### src/verilog/pesd_pkg.sv
// Package of event codes, masks and timing for the event-select decode block
package pesd_pkg;

  // ****************************************************************
  // Event numbers and unit masks
  // ****************************************************************
  localparam logic [7:0] EVN_XLAT_MISS = 8'h08;
  localparam logic [7:0] UMK_STORE_MISS = 8'h08;
  localparam logic [7:0] EVN_DISAMBIG = 8'h09;
  localparam logic [7:0] UMK_DIS_RESET = 8'h01;
  localparam logic [7:0] UMK_DIS_SUCCESS = 8'h02;
  localparam logic [7:0] EVN_PAGE_WALK = 8'h0C;
  localparam logic [7:0] UMK_WALK_COUNT = 8'h01;
  localparam logic [7:0] UMK_WALK_CYCLES = 8'h02;
  localparam logic [7:0] EVN_FP_UOP = 8'h10;
  localparam logic [7:0] EVN_FP_HELP = 8'h11;
  localparam logic [7:0] EVN_MULTIPLY = 8'h12;
  localparam logic [7:0] UMK_NONE = 8'h00;

  // ****************************************************************
  // Timing and reset values
  // ****************************************************************
  localparam int unsigned DIS_PENALTY_CYCLES = 20;
  localparam logic [4:0] DIS_PENALTY_LAST = 5'(DIS_PENALTY_CYCLES - 1);
  localparam logic [4:0] DIS_CNT_RESET = 5'h00;

  // ****************************************************************
  // Types
  // ****************************************************************
  typedef enum logic [3:0] {
    PESD_SEL_NONE,
    PESD_SEL_STORE_MISS,
    PESD_SEL_DIS_RESET,
    PESD_SEL_DIS_SUCCESS,
    PESD_SEL_WALK_COUNT,
    PESD_SEL_WALK_CYCLES,
    PESD_SEL_FP_UOP,
    PESD_SEL_FP_HELP,
    PESD_SEL_MULTIPLY
  } pesd_sel_t;

  typedef struct packed {
    logic store_translation_miss_event;
    logic disambig_reset_cycle;
    logic disambig_success_event;
    logic walk_start;
    logic walk_cycle;
    logic float_compute_uop_event;
    logic float_microcode_help_event;
    logic multiply_exec_event;
  } pesd_events_t;

  typedef enum logic [1:0] {
    PESD_DIS_IDLE,
    PESD_DIS_RECOVER
  } pesd_dis_state_t;

  typedef enum logic [0:0] {
    PESD_WALK_IDLE,
    PESD_WALK_BUSY
  } pesd_walk_state_t;

endpackage : pesd_pkg

### src/verilog/pesd_evt_if.sv
// Interface carrying qualified per-cycle events from the core to the counters
`timescale 1ns/1ps
interface pesd_evt_if;
  import pesd_pkg::*;
  pesd_events_t events;
  modport src (output events);
  modport cnt (input events);
endinterface : pesd_evt_if

### src/verilog/pesd_counter.sv
// One general counter with event and unit-mask selection
`timescale 1ns/1ps
module pesd_counter
  import pesd_pkg::*;
#(
  parameter int CNT_W = 40,
  parameter int CTR_INDEX = 0
) (
  input wire logic sys_clk_i, // Core clock
  input wire logic reset_i, // Async reset, active high
  pesd_evt_if.cnt evt, // Qualified events
  input wire logic [7:0] event_num_i, // Programmed event number
  input wire logic [7:0] unit_mask_i, // Programmed unit mask
  output logic [CNT_W-1:0] count_o // Counter value
);

  // ****************************************************************
  // Selection decode
  // ****************************************************************
  function automatic pesd_sel_t decode_sel(input logic [7:0] num, input logic [7:0] umk,
                                           input int idx);
    pesd_sel_t sel;
    sel = PESD_SEL_NONE;
    if (num == EVN_XLAT_MISS && umk == UMK_STORE_MISS) sel = PESD_SEL_STORE_MISS;
    else if (num == EVN_DISAMBIG && umk == UMK_DIS_RESET) sel = PESD_SEL_DIS_RESET;
    else if (num == EVN_DISAMBIG && umk == UMK_DIS_SUCCESS) sel = PESD_SEL_DIS_SUCCESS;
    else if (num == EVN_PAGE_WALK && umk == UMK_WALK_COUNT) sel = PESD_SEL_WALK_COUNT;
    else if (num == EVN_PAGE_WALK && umk == UMK_WALK_CYCLES) sel = PESD_SEL_WALK_CYCLES;
    else if (num == EVN_FP_UOP && umk == UMK_NONE && idx == 0) sel = PESD_SEL_FP_UOP;
    else if (num == EVN_FP_HELP && umk == UMK_NONE && idx == 1) sel = PESD_SEL_FP_HELP;
    else if (num == EVN_MULTIPLY && umk == UMK_NONE && idx == 1) sel = PESD_SEL_MULTIPLY;
    return sel;
  endfunction : decode_sel

  pesd_sel_t sel;
  logic hit;
  logic [CNT_W-1:0] count;
  logic [CNT_W-1:0] next_count;

  always_comb begin
    sel = decode_sel(event_num_i, unit_mask_i, CTR_INDEX);
    case (sel)
      PESD_SEL_STORE_MISS: hit = evt.events.store_translation_miss_event;
      PESD_SEL_DIS_RESET: hit = evt.events.disambig_reset_cycle;
      PESD_SEL_DIS_SUCCESS: hit = evt.events.disambig_success_event;
      PESD_SEL_WALK_COUNT: hit = evt.events.walk_start;
      PESD_SEL_WALK_CYCLES: hit = evt.events.walk_cycle;
      PESD_SEL_FP_UOP: hit = evt.events.float_compute_uop_event;
      PESD_SEL_FP_HELP: hit = evt.events.float_microcode_help_event;
      PESD_SEL_MULTIPLY: hit = evt.events.multiply_exec_event;
      default: hit = 1'b0;
    endcase
    // Wraps silently; overflow signalling belongs to the counter owner
    next_count = hit ? count + CNT_W'(1) : count;
  end

  always_ff @(posedge sys_clk_i or posedge reset_i) begin
    if (reset_i) begin
      count <= '0;
    end else begin
      count <= next_count;
    end
  end

  assign count_o = count;
endmodule : pesd_counter

### src/verilog/pesd_top.sv
// Event qualification and two general counters for core performance monitoring
// Behaviour
// - Event 08H with mask 08H counts each store translation miss.
// - Store misses from speculative accesses are counted even if later discarded.
// - Store misses are taken from the second-level data translation buffer only.
// - Event 09H mask 01H counts every cycle a disambiguation misprediction is handled.
// - Misprediction flushes the pipeline and restarts the load after about twenty cycles.
// - Event 09H mask 02H counts loads passing unknown-address stores unblocked.
// - Event 0CH mask 01H counts each page walk started by data or instruction miss.
// - Event 0CH mask 02H counts every cycle a page walk is in progress.
// - Event 10H mask 00H counts computational float micro-ops, counter zero only.
// - Event 11H counts float operations needing microcode assist, counter one only.
// - Vector op with denormal input and denormals-as-zero cleared needs an assist.
// - Vector op with underflow result and flush-to-zero cleared needs an assist.
// - Stack op with NaN or denormal operand, divide by zero or underflow assists.
// - Event 12H counts integer and float multiplies, counter one only.
`timescale 1ns/1ps
module pesd_top
  import pesd_pkg::*;
#(
  parameter int CNT_W = 40
) (
  input wire logic sys_clk_i, // Core clock, 200 MHz
  input wire logic reset_i, // Async reset, active high
  input wire logic [7:0] ctr0_event_num_i, // Counter zero event number
  input wire logic [7:0] ctr0_unit_mask_i, // Counter zero unit mask
  input wire logic [7:0] ctr1_event_num_i, // Counter one event number
  input wire logic [7:0] ctr1_unit_mask_i, // Counter one unit mask
  input wire logic store_lookup_i, // Store translated in second-level buffer
  input wire logic xlat2_miss_i, // Second-level buffer lookup missed
  input wire logic disambig_mispredict_i, // Load collided with older store
  input wire logic unknown_store_load_i, // Load issued behind unknown-address store
  input wire logic load_blocked_i, // That load was blocked
  input wire logic data_walk_req_i, // Data translation miss needs a walk
  input wire logic inst_walk_req_i, // Instruction translation miss needs a walk
  input wire logic walk_done_i, // Page walk finishing this cycle
  input wire logic fp_compute_uop_i, // Computational float micro-op executed
  input wire logic vec_fp_exec_i, // Vector float instruction executed
  input wire logic vec_denormal_in_i, // It saw a denormal input
  input wire logic vec_underflow_i, // It produced an underflow
  input wire logic denormals_as_zero_control_i, // Denormal inputs read as zero
  input wire logic flush_to_zero_control_i, // Underflow results flushed to zero
  input wire logic stack_fp_exec_i, // Stack float instruction executed
  input wire logic stack_nan_denorm_i, // NaN or denormal loaded or read
  input wire logic stack_div_zero_i, // Division by zero
  input wire logic stack_underflow_i, // Underflow output
  input wire logic int_mult_exec_i, // Integer multiply executed
  input wire logic fp_mult_exec_i, // Float multiply executed
  output logic pipeline_flush_o, // Flush pulse on misprediction
  output logic load_restart_o, // Restart pulse for the mispredicted load
  output logic disambig_recovering_o, // Misprediction being handled
  output logic walk_busy_o, // Page walk in progress
  output logic [CNT_W-1:0] general_counter_zero_o, // Counter zero value
  output logic [CNT_W-1:0] general_counter_one_o // Counter one value
);

  pesd_evt_if evt ();

  // ****************************************************************
  // Disambiguation recovery
  // ****************************************************************
  pesd_dis_state_t dis_state;
  pesd_dis_state_t next_dis_state;
  logic [4:0] dis_cnt;
  logic [4:0] next_dis_cnt;
  logic flush;
  logic next_flush;
  logic restart;
  logic next_restart;

  always_comb begin
    next_dis_state = dis_state;
    next_dis_cnt = dis_cnt;
    next_flush = 1'b0;
    next_restart = 1'b0;
    case (dis_state)
      PESD_DIS_IDLE: begin
        if (disambig_mispredict_i) begin
          next_dis_state = PESD_DIS_RECOVER;
          next_dis_cnt = DIS_CNT_RESET;
          next_flush = 1'b1;
        end
      end
      PESD_DIS_RECOVER: begin
        // A fresh collision restarts the penalty instead of stacking a second one
        if (disambig_mispredict_i) begin
          next_dis_cnt = DIS_CNT_RESET;
          next_flush = 1'b1;
        end else if (dis_cnt == DIS_PENALTY_LAST) begin
          next_dis_state = PESD_DIS_IDLE;
          next_restart = 1'b1;
        end else begin
          next_dis_cnt = dis_cnt + 5'h01;
        end
      end
      default: begin
        next_dis_state = PESD_DIS_IDLE;
        next_dis_cnt = DIS_CNT_RESET;
      end
    endcase
  end

  always_ff @(posedge sys_clk_i or posedge reset_i) begin
    if (reset_i) begin
      dis_state <= PESD_DIS_IDLE;
      dis_cnt <= DIS_CNT_RESET;
      flush <= 1'b0;
      restart <= 1'b0;
    end else begin
      dis_state <= next_dis_state;
      dis_cnt <= next_dis_cnt;
      flush <= next_flush;
      restart <= next_restart;
    end
  end

  // ****************************************************************
  // Page walker occupancy
  // ****************************************************************
  pesd_walk_state_t walk_state;
  pesd_walk_state_t next_walk_state;
  logic walk_start;

  always_comb begin
    next_walk_state = walk_state;
    walk_start = 1'b0;
    case (walk_state)
      PESD_WALK_IDLE: begin
        // One walker: simultaneous data and instruction requests start one walk
        if (data_walk_req_i || inst_walk_req_i) begin
          walk_start = 1'b1;
          next_walk_state = PESD_WALK_BUSY;
        end
      end
      PESD_WALK_BUSY: begin
        if (walk_done_i) begin
          next_walk_state = PESD_WALK_IDLE;
        end
      end
      default: next_walk_state = PESD_WALK_IDLE;
    endcase
  end

  always_ff @(posedge sys_clk_i or posedge reset_i) begin
    if (reset_i) begin
      walk_state <= PESD_WALK_IDLE;
    end else begin
      walk_state <= next_walk_state;
    end
  end

  // ****************************************************************
  // Event qualification
  // ****************************************************************
  logic vec_assist;
  logic stack_assist;

  always_comb begin
    vec_assist = vec_fp_exec_i &&
                 ((vec_denormal_in_i && !denormals_as_zero_control_i) ||
                  (vec_underflow_i && !flush_to_zero_control_i));
    stack_assist = stack_fp_exec_i &&
                   (stack_nan_denorm_i || stack_div_zero_i || stack_underflow_i);
    // No speculation qualifier: discarded stores still count
    evt.events.store_translation_miss_event = store_lookup_i && xlat2_miss_i;
    evt.events.disambig_reset_cycle = (dis_state == PESD_DIS_RECOVER);
    evt.events.disambig_success_event = unknown_store_load_i && !load_blocked_i;
    evt.events.walk_start = walk_start;
    evt.events.walk_cycle = (walk_state == PESD_WALK_BUSY);
    evt.events.float_compute_uop_event = fp_compute_uop_i;
    evt.events.float_microcode_help_event = vec_assist || stack_assist;
    evt.events.multiply_exec_event = int_mult_exec_i || fp_mult_exec_i;
  end

  // ****************************************************************
  // Counters
  // ****************************************************************
  pesd_counter #(.CNT_W(CNT_W), .CTR_INDEX(0)) u_ctr0 (
    .sys_clk_i(sys_clk_i),
    .reset_i(reset_i),
    .evt(evt.cnt),
    .event_num_i(ctr0_event_num_i),
    .unit_mask_i(ctr0_unit_mask_i),
    .count_o(general_counter_zero_o)
  );

  pesd_counter #(.CNT_W(CNT_W), .CTR_INDEX(1)) u_ctr1 (
    .sys_clk_i(sys_clk_i),
    .reset_i(reset_i),
    .evt(evt.cnt),
    .event_num_i(ctr1_event_num_i),
    .unit_mask_i(ctr1_unit_mask_i),
    .count_o(general_counter_one_o)
  );

  assign pipeline_flush_o = flush;
  assign load_restart_o = restart;
  assign disambig_recovering_o = (dis_state == PESD_DIS_RECOVER);
  assign walk_busy_o = (walk_state == PESD_WALK_BUSY);
endmodule : pesd_top

### config.mk
export PLATFORM = sky130hd
export DESIGN_NAME = pesd_top
export DESIGN_NICKNAME = d
export VERILOG_FILES = /design/src/verilog/pesd_pkg.sv /design/src/verilog/pesd_evt_if.sv /design/src/verilog/pesd_counter.sv /design/src/verilog/pesd_top.sv
export SDC_FILE = /design/constraint.sdc
export NUM_CORES = 1
export LEC_CHECK = 0
export BUFFER_PORTS_ARGS = -buffer_cell sky130_fd_sc_hd__buf_2
export CORE_ASPECT_RATIO = 1.75
export CORE_MARGIN = 1.5
export CORE_UTILIZATION = 53
export CTS_CLUSTER_DIAMETER = 30
export DETAILED_ROUTE_END_ITERATION = 6
export GPL_ROUTABILITY_DRIVEN = 0
export PLACE_DENSITY = 0.82
export SYNTH_ARGS = -nofsm -noshare
export SYNTH_HDL_FRONTEND = slang
export SYNTH_SLANG_ARGS = --single-unit
### constraint.sdc
create_clock -name sys_clk_i -period 3.5 [get_ports sys_clk_i]
set_input_delay 0.875 -clock sys_clk_i [delete_from_list [all_inputs] [get_ports sys_clk_i]]
set_output_delay 0.875 -clock sys_clk_i [all_outputs]
set_load 0.02 [all_outputs]
==> impl_results.md, run 1 <==
- Maximum number of pins on one net before global-route repair: 51
- Num CTS Buffers: 9
- TritonCTS clock tree: built
- Portion of the post-synthesis area used by sequential elements: 45.72%
- Crit path time final: 3.050 ns
- Worst stage delay on the critical path: 0.53 ns
- Remaining antenna violation count: 0
- Area taken by multi-input logic gates: 0.002547 mm^2
- Post-CTS setup buffers: 0
- Count of flip-flops with a built-in enable after synthesis: 0
- Worst-case clock skew: 0.006430 ns
- Count of input and output buffers: 137
- Clock slew seen by the registers of the worst setup and hold paths: 0.06 ns
- Ys Warns: 0
- Horizontal die dimension: 75.47 um
- Area of the die: 0.009798 mm^2
- Storage element area: 0.002227 mm^2
- Number of antenna cells inserted: 0
- Cts hold-fix bufs: 0
- Worst IR drop on VDD: 0.2780 mV
- Die Y-Extent: 129.8 um
- Number of antenna violations at the first check in global routing: 0
- Deepest clock path buffer count: 2
- Placed cell areas: 0.005727 mm^2
- Count of boundary I/O pins: 138
- Slowest cell on crit path: sky130_fd_sc_hd__or4_1
- Highest-count cells in the layout ignoring fill and taps: sky130_fd_sc_hd__buf_2, sky130_fd_sc_hd__dfrtp_1, sky130_fd_sc_hd__xor2_1
- Later-pin clock latency in the skew report: 0.33 ns
- Area added between synthesis and finish: 23.53%
- Number of flip-flops and latches in the synthesized netlist: 89
- GRT Total Usage: 25.59%
- Final count of negative-setup-slack endpoints: 0
- Clock sinks: 89
- Type of the worst min-delay path: reg2reg
- Core ar.: 0.008979 mm^2
- Cell-by-cell trace of the critical path: buf_2 > nor4_4 > nand3_2 > or4_1 > a41o_1 > o221a_2 > buf_4 > nor4_2 > xor2_1
- Most common library cell in the layout ignoring fill and taps: sky130_fd_sc_hd__buf_2
- Mean instance size in the synthesized netlist: 10.30 um^2
- Unrepaired setup endpoints after global routing: no
- Total Neg Setup Slack: 0 ns
- Data required time at the worst endpoint: 3.76 ns
- Headroom to the max-slew limit: 50.85%
- Post-synthesis instance area: 0.004871 mm^2
- Max-Cap Viols: 0
- DRC violations left: 0
- Most instantiated flip-flop cell in the synthesis netlist: sky130_fd_sc_hd__dfrtp_1
- Avg Vias per Cell: 5.691
- Drt pass-1 iters: 5
- Worst-margin pin slew: 0.7372 ns
- Routed Wire Length: 11970 um
- Effective utilization at floorplan: 54.25%
- Smallest hold slack: 0.4627 ns
- Total half-perimeter wirelength after legalization and detailed placement: 8947 um
- Number of unique standard cell types used by synthesis: 52
- Final standard cell area without fillers: 0.006017 mm^2
- Count of nets after finishing: 671
- Peak clock frequency supported by timing: 327.9 MHz
- Static leakage power: 0.003116 uW
- Remaining global-route overflow: 0
- Via count of the first global-routing pass: 4282
- Critical path capture point type: flip-flop
- Kind of critical path: in2reg
- Starting DRC count in detailed routing: 222
- Startpoint kind of the worst setup timing path: primary input
- Via count of the routed design: 4206
- Power density over cell area: 344.2 mW/mm^2
- Register-to-Register Setup Slack: 0.73 ns
- Site Rows: 46
- Routed wirelength normalized by instance count: 16.19 um
- Share of cells above drive strength 1: 32.79%
- Mapped Nets: 530
- First-pass GRT wire length: 19610 um
- Mapped Cells: 473
- CTS Root Buffer Type: sky130_fd_sc_hd__clkbuf_16
- Count of filler cells inserted in the layout: 711
- Period Utilization, post-route: 87.15%
- CTS H-tree depth: 3
- Maximum fanout count along the critical path: 28
- Number of pins exceeding their max-slew limit in the final report: 0
- Post-cts gate resize count: 0
- Endpoint arrival time on the critical path: 3.31 ns
- Outcome: completed
- Final hold violation count: 0
- Async S/R FF share, synth: 100.0%
==> registers in the layout, indices dropped and copies added (netlist names) <==
register          cells
dis_cnt               5
dis_state             1
load_restart_o        1
pipeline_flush_o      1
u_ctr0.count_o       40
u_ctr1.count_o       40
walk_busy_o           1
==> per-stage QoR <==
stage	util [%]	setup slack (ns)	total power, uW	std cells
final	67.02	0.4498	2071	739
after global routing	67.02	0.3112	2153	739
after CTS	67.02	0.4985	2092	739
after detailed placement	63.78	0.1420	1177	723
after global placement	63.78	0.2495	1173	723
after floorplan	-	0.3181	1115	473
==> cells by family (layout without fill, tap and decap cells) <==
family / after synthesis / count (layout) / synth area share (%)
flops: 89 / 89 / 45.72
mux: 3 / 3 / 0.6678
buf+inv: 21 / 167 / 2.337
simple gates: 249 / 249 / 31.44
fa+ha+maj: 3 / 3 / 0.7707
xor+xnor: 84 / 84 / 15.26
compound gates: 24 / 24 / 3.802
==> critical path, delay by kind of cell <==
family                 cells  cell delay [ns]
XOR/XNOR                   1             0.19
AND/OR/NAND/NOR            4             1.43
buffers and inverters      2             0.38
AO/OA/AOI/OAI              2             0.41
==> per-layer routing <==
layer / part of all wire (%) / up-vias / wire length (um) / global-route usage [%]
met1: 37 / 2049 / 4449 / 27.54
met2: 56 / 141 / 6646 / 46.13
met3: 4.7 / 31 / 565 / 6.100
li1: - / 1985 / - / -
met4: 2.6 / 0 / 306 / 11.03
met5: 0 / - / 0 / 0
==> synthesized netlist by cell type (4+ instances only) <==
cell,number,area share [%]
sky130_fd_sc_hd__buf_2,4,0.41
sky130_fd_sc_hd__nand3_1,40,4.1
sky130_fd_sc_hd__clkbuf_1,8,0.62
sky130_fd_sc_hd__nand2_1,32,2.5
sky130_fd_sc_hd__nor4_1,13,1.7
sky130_fd_sc_hd__and3_1,8,1.0
sky130_fd_sc_hd__dfrtp_1,89,46
sky130_fd_sc_hd__buf_6,4,0.92
sky130_fd_sc_hd__nor2_1,31,2.4
sky130_fd_sc_hd__nor3b_1,9,1.4
sky130_fd_sc_hd__nor3_2,11,2.3
sky130_fd_sc_hd__nand2b_1,8,1.0
sky130_fd_sc_hd__or3_1,5,0.64
sky130_fd_sc_hd__a21oi_1,5,0.51
sky130_fd_sc_hd__nor4b_1,4,0.72
sky130_fd_sc_hd__nor3_1,26,2.7
sky130_fd_sc_hd__and4_1,6,1.1
sky130_fd_sc_hd__xnor2_1,9,1.6
sky130_fd_sc_hd__inv_1,4,0.31
sky130_fd_sc_hd__nand4_1,23,3.0
sky130_fd_sc_hd__xor2_1,74,13
sky130_fd_sc_hd__nor2b_1,7,0.90
sky130_fd_sc_hd__nor4_2,10,2.6
sky130_fd_sc_hd__o21ai_0,6,0.62
sky130_fd_sc_hd__nor4b_2,4,1.2
==> cell type report <==
cell class	count	share of cell area, %
Inverter	4	0.2703
Multi-Input combinational cell	363	42.34
Clock inverter	5	0.6238
Sequential cell	89	37.01
Clock buffer	11	4.200
Tap cell	120	2.495
Timing Repair Buffer	147	13.06
==> final timing paths <==
| kind | start | to | cells past startpoint |
|---|---|---|---|
| setup / recovery | ctr1_unit_mask_i[5] | u_ctr1.count_o[31]$_DFFE_PP0P_ | 9 |
| min in group asynchronous | reset_i | u_ctr1.count_o[22]$_DFFE_PP0P_ | 2 |
| hold reg to reg | u_ctr0.count_o[39]$_DFFE_PP0P_ | u_ctr0.count_o[39]$_DFFE_PP0P_ | 1 |
| setup reg to reg | u_ctr0.count_o[4]$_DFFE_PP0P_ | u_ctr0.count_o[39]$_DFFE_PP0P_ | 8 |
| max in group asynchronous | reset_i | dis_state[0]$_DFFE_PP0P_ | 3 |
| hold / removal | u_ctr0.count_o[39]$_DFFE_PP0P_ | u_ctr0.count_o[39]$_DFFE_PP0P_ | 1 |
==> power breakdown <==
| group | switching (uW) | internal [uW] | total (uW) |
|---|---|---|---|
| Combinational | 66.9 | 46.8 | 114 |
| Clock | 392 | 522 | 914 |
| Sequential | 7.85 | 1040 | 1040 |
Power figures use the tool's default switching activity.
==> inputs of run 2 (changes only) <==
--- a/config.mk
+++ b/config.mk
@@ -12,7 +12,7 @@
 export CTS_CLUSTER_DIAMETER = 30
 export DETAILED_ROUTE_END_ITERATION = 6
 export GPL_ROUTABILITY_DRIVEN = 0
-export PLACE_DENSITY = 0.82
+export PLACE_DENSITY = 0.81
 export SYNTH_ARGS = -nofsm -noshare
 export SYNTH_HDL_FRONTEND = slang
 export SYNTH_SLANG_ARGS = --single-unit
==> run 2 against run 1 <==
  * Critical path depth did not move
  * Register-to-register slack got worse by 0.18 ns
  * Design area fell by 0.94%
  * Hold slack improved by 0.0041 ns
  * Wire length fell by 0.42%
  * First-iteration DRC count fell by 21%
  * Via count rose by 0.52%
  * Critical path type unchanged
  * Largest power group unchanged
  * Highest routed layer unchanged
==> impl_results.md, run 2 (synthesis gave the netlist of run 1 again) <==
- Unrepaired setup endpoints after global routing: no
- Max-Cap Viols: 0
- Starting DRC count in detailed routing: 175
- Highest-count cells in the layout ignoring fill and taps: sky130_fd_sc_hd__buf_2, sky130_fd_sc_hd__dfrtp_1, sky130_fd_sc_hd__xor2_1
- Final count of negative-setup-slack endpoints: 0
- Crit path time final: 3.122 ns
- Routed wirelength normalized by instance count: 16.24 um
- Sum of met3 wire segment lengths after detailed routing: 623 um
- Horizontal die dimension: 75.47 um
- Count of boundary I/O pins: 138
- Data required time at the worst endpoint: 3.75 ns
- Internal cell power: 1576 uW
- Via count of the routed design: 4228
- Static leakage power: 0.003087 uW
- Critical path capture point type: flip-flop
- Post-CTS setup buffers: 0
- Clock sinks: 89
- Outcome: completed
- First-pass GRT wire length: 18940 um
- Most common library cell in the layout ignoring fill and taps: sky130_fd_sc_hd__buf_2
- Deepest clock path buffer count: 2
- Total half-perimeter wirelength after legalization and detailed placement: 8879 um
- Kind of critical path: in2reg
- Startpoint kind of the worst setup timing path: primary input
- Final hold violation count: 0
- Share of cells above drive strength 1: 31.92%
- Later-pin clock latency in the skew report: 0.34 ns
- Utilization after layout: 66.39%
- Area added between synthesis and finish: 22.37%
- Clock slew seen by the registers of the worst setup and hold paths: 0.06 ns
- Number of antenna cells inserted: 0
- Type of the worst min-delay path: reg2reg
- Worst IR drop on VDD: 0.3752 mV
- Peak clock frequency supported by timing: 320.3 MHz
- Via count of the first global-routing pass: 4133
- Number of pins exceeding their max-slew limit in the final report: 0
- Uppermost metal layer occupied by signal nets: met4
- Post-cts gate resize count: 0
- Remaining antenna violation count: 0
- Count of nets after finishing: 667
- Area of the die: 0.009798 mm^2
- Avg Vias per Cell: 5.760
- GRT Total Usage: 24.76%
- Part of the power in registers: 51.5%
- Remaining global-route overflow: 0
- Total Neg Setup Slack: 0 ns
- Startpoint of the worst hold path: u_ctr0.count_o[39]$_DFFE_PP0P_
- Power density over cell area: 340.1 mW/mm^2
- Maximum number of pins on one net before global-route repair: 51
- Post-route total power: 2027 uW
- Net load switching power: 450.8 uW
- Detailed-routing wirelength on met1: 4412 um
- Drt pass-1 iters: 5
- Routed Wire Length: 11920 um
- Combinational share of power: 5.6%
- Worst-case clock skew: 0.009600 ns
- Effective utilization at floorplan: 54.25%
- Endpoint arrival time on the critical path: 3.37 ns
- Cts hold-fix bufs: 0
- R2r startpoint: u_ctr0.count_o[4]$_DFFE_PP0P_
- Count of filler cells inserted in the layout: 727
- Period Utilization, post-route: 89.20%
- DRC violations left: 0
- TritonCTS clock tree: built
- Number of antenna violations at the first check in global routing: 0
- Storage element area: 0.002227 mm^2
- Sw Ratio: 22.24%
- Die Y-Extent: 129.8 um
- Headroom to the max-slew limit: 42.48%
- Num CTS Buffers: 9
- Clk pwr share: 42.9%
- Site Rows: 46
- Core ar.: 0.008979 mm^2
- Area taken by multi-input logic gates: 0.002547 mm^2
- First element of the critical path: ctr1_event_num_i[4]
- Maximum fanout count along the critical path: 30
- Count of input and output buffers: 137
- CTS Root Buffer Type: sky130_fd_sc_hd__clkbuf_16
- Worst-margin pin slew: 0.8618 ns
- CTS H-tree depth: 3
- Detailed-routed wire length on met2: 6443 um
[run 2: final timing paths]
| check | end | slack [ns] | cells after the start |
|---|---|---|---|
| min in group asynchronous | u_ctr0.count_o[16]$_DFFE_PP0P_ | 0.69 | 2 |
| max in group asynchronous | u_ctr1.count_o[39]$_DFFE_PP0P_ | 2.13 | 3 |
| max reg2reg | u_ctr0.count_o[38]$_DFFE_PP0P_ | 0.55 | 7 |
| min | u_ctr0.count_o[39]$_DFFE_PP0P_ | 0.47 | 1 |
| min reg2reg | u_ctr0.count_o[39]$_DFFE_PP0P_ | 0.47 | 1 |
| max | u_ctr1.count_o[6]$_DFFE_PP0P_ | 0.38 | 9 |
[run 2: through the flow]
step                std cells  hold slack [ns]  setup slack [ns]  cell area (um^2)
detailed placement        719           0.4524           0.07764              5697
floorplan                 473           0.5054            0.3181              4871
finish                    734           0.4669            0.3778              5961
global route              734           0.4934            0.1944              5961
CTS                       734           0.4705            0.3910              5961
global placement          719           0.4554            0.2096              5697
[run 2: cell type report]
class	instances	share of cell area (%)
Multi-Input combinational cell	363	42.74
Sequential cell	89	37.36
Timing Repair Buffer	143	12.68
Clock buffer	12	4.135
Tap cell	120	2.519
Clock inverter	3	0.2939
Inverter	4	0.2729
[run 2: routing by layer]
layer	vias up	GRT usage (%)
li1	1981	-
met4	0	12.39
met2	144	43.50
met3	39	5.483
met1	2064	27.21
met5	-	0
[run 2: critical path: stages]
cell	delay, ns
sky130_fd_sc_hd__buf_2	0.12
sky130_fd_sc_hd__nor4b_1	0.48
sky130_fd_sc_hd__nand2_1	0.18
sky130_fd_sc_hd__or3_1	0.40
sky130_fd_sc_hd__a41o_1	0.25
sky130_fd_sc_hd__o221a_2	0.20
sky130_fd_sc_hd__buf_4	0.29
sky130_fd_sc_hd__nor3b_1	0.36
sky130_fd_sc_hd__xor2_1	0.20
[run 2: power groups by stage]
stage          sequential, uW  combinational, uW  clock [uW]
5_1_grt                  1040                127         927
6_report                 1040                113         870
2_1_floorplan            1060               49.8           0
3_5_place_dp             1060                115           0
3_3_place_gp             1060                111           0
4_1_cts                  1040                115         885
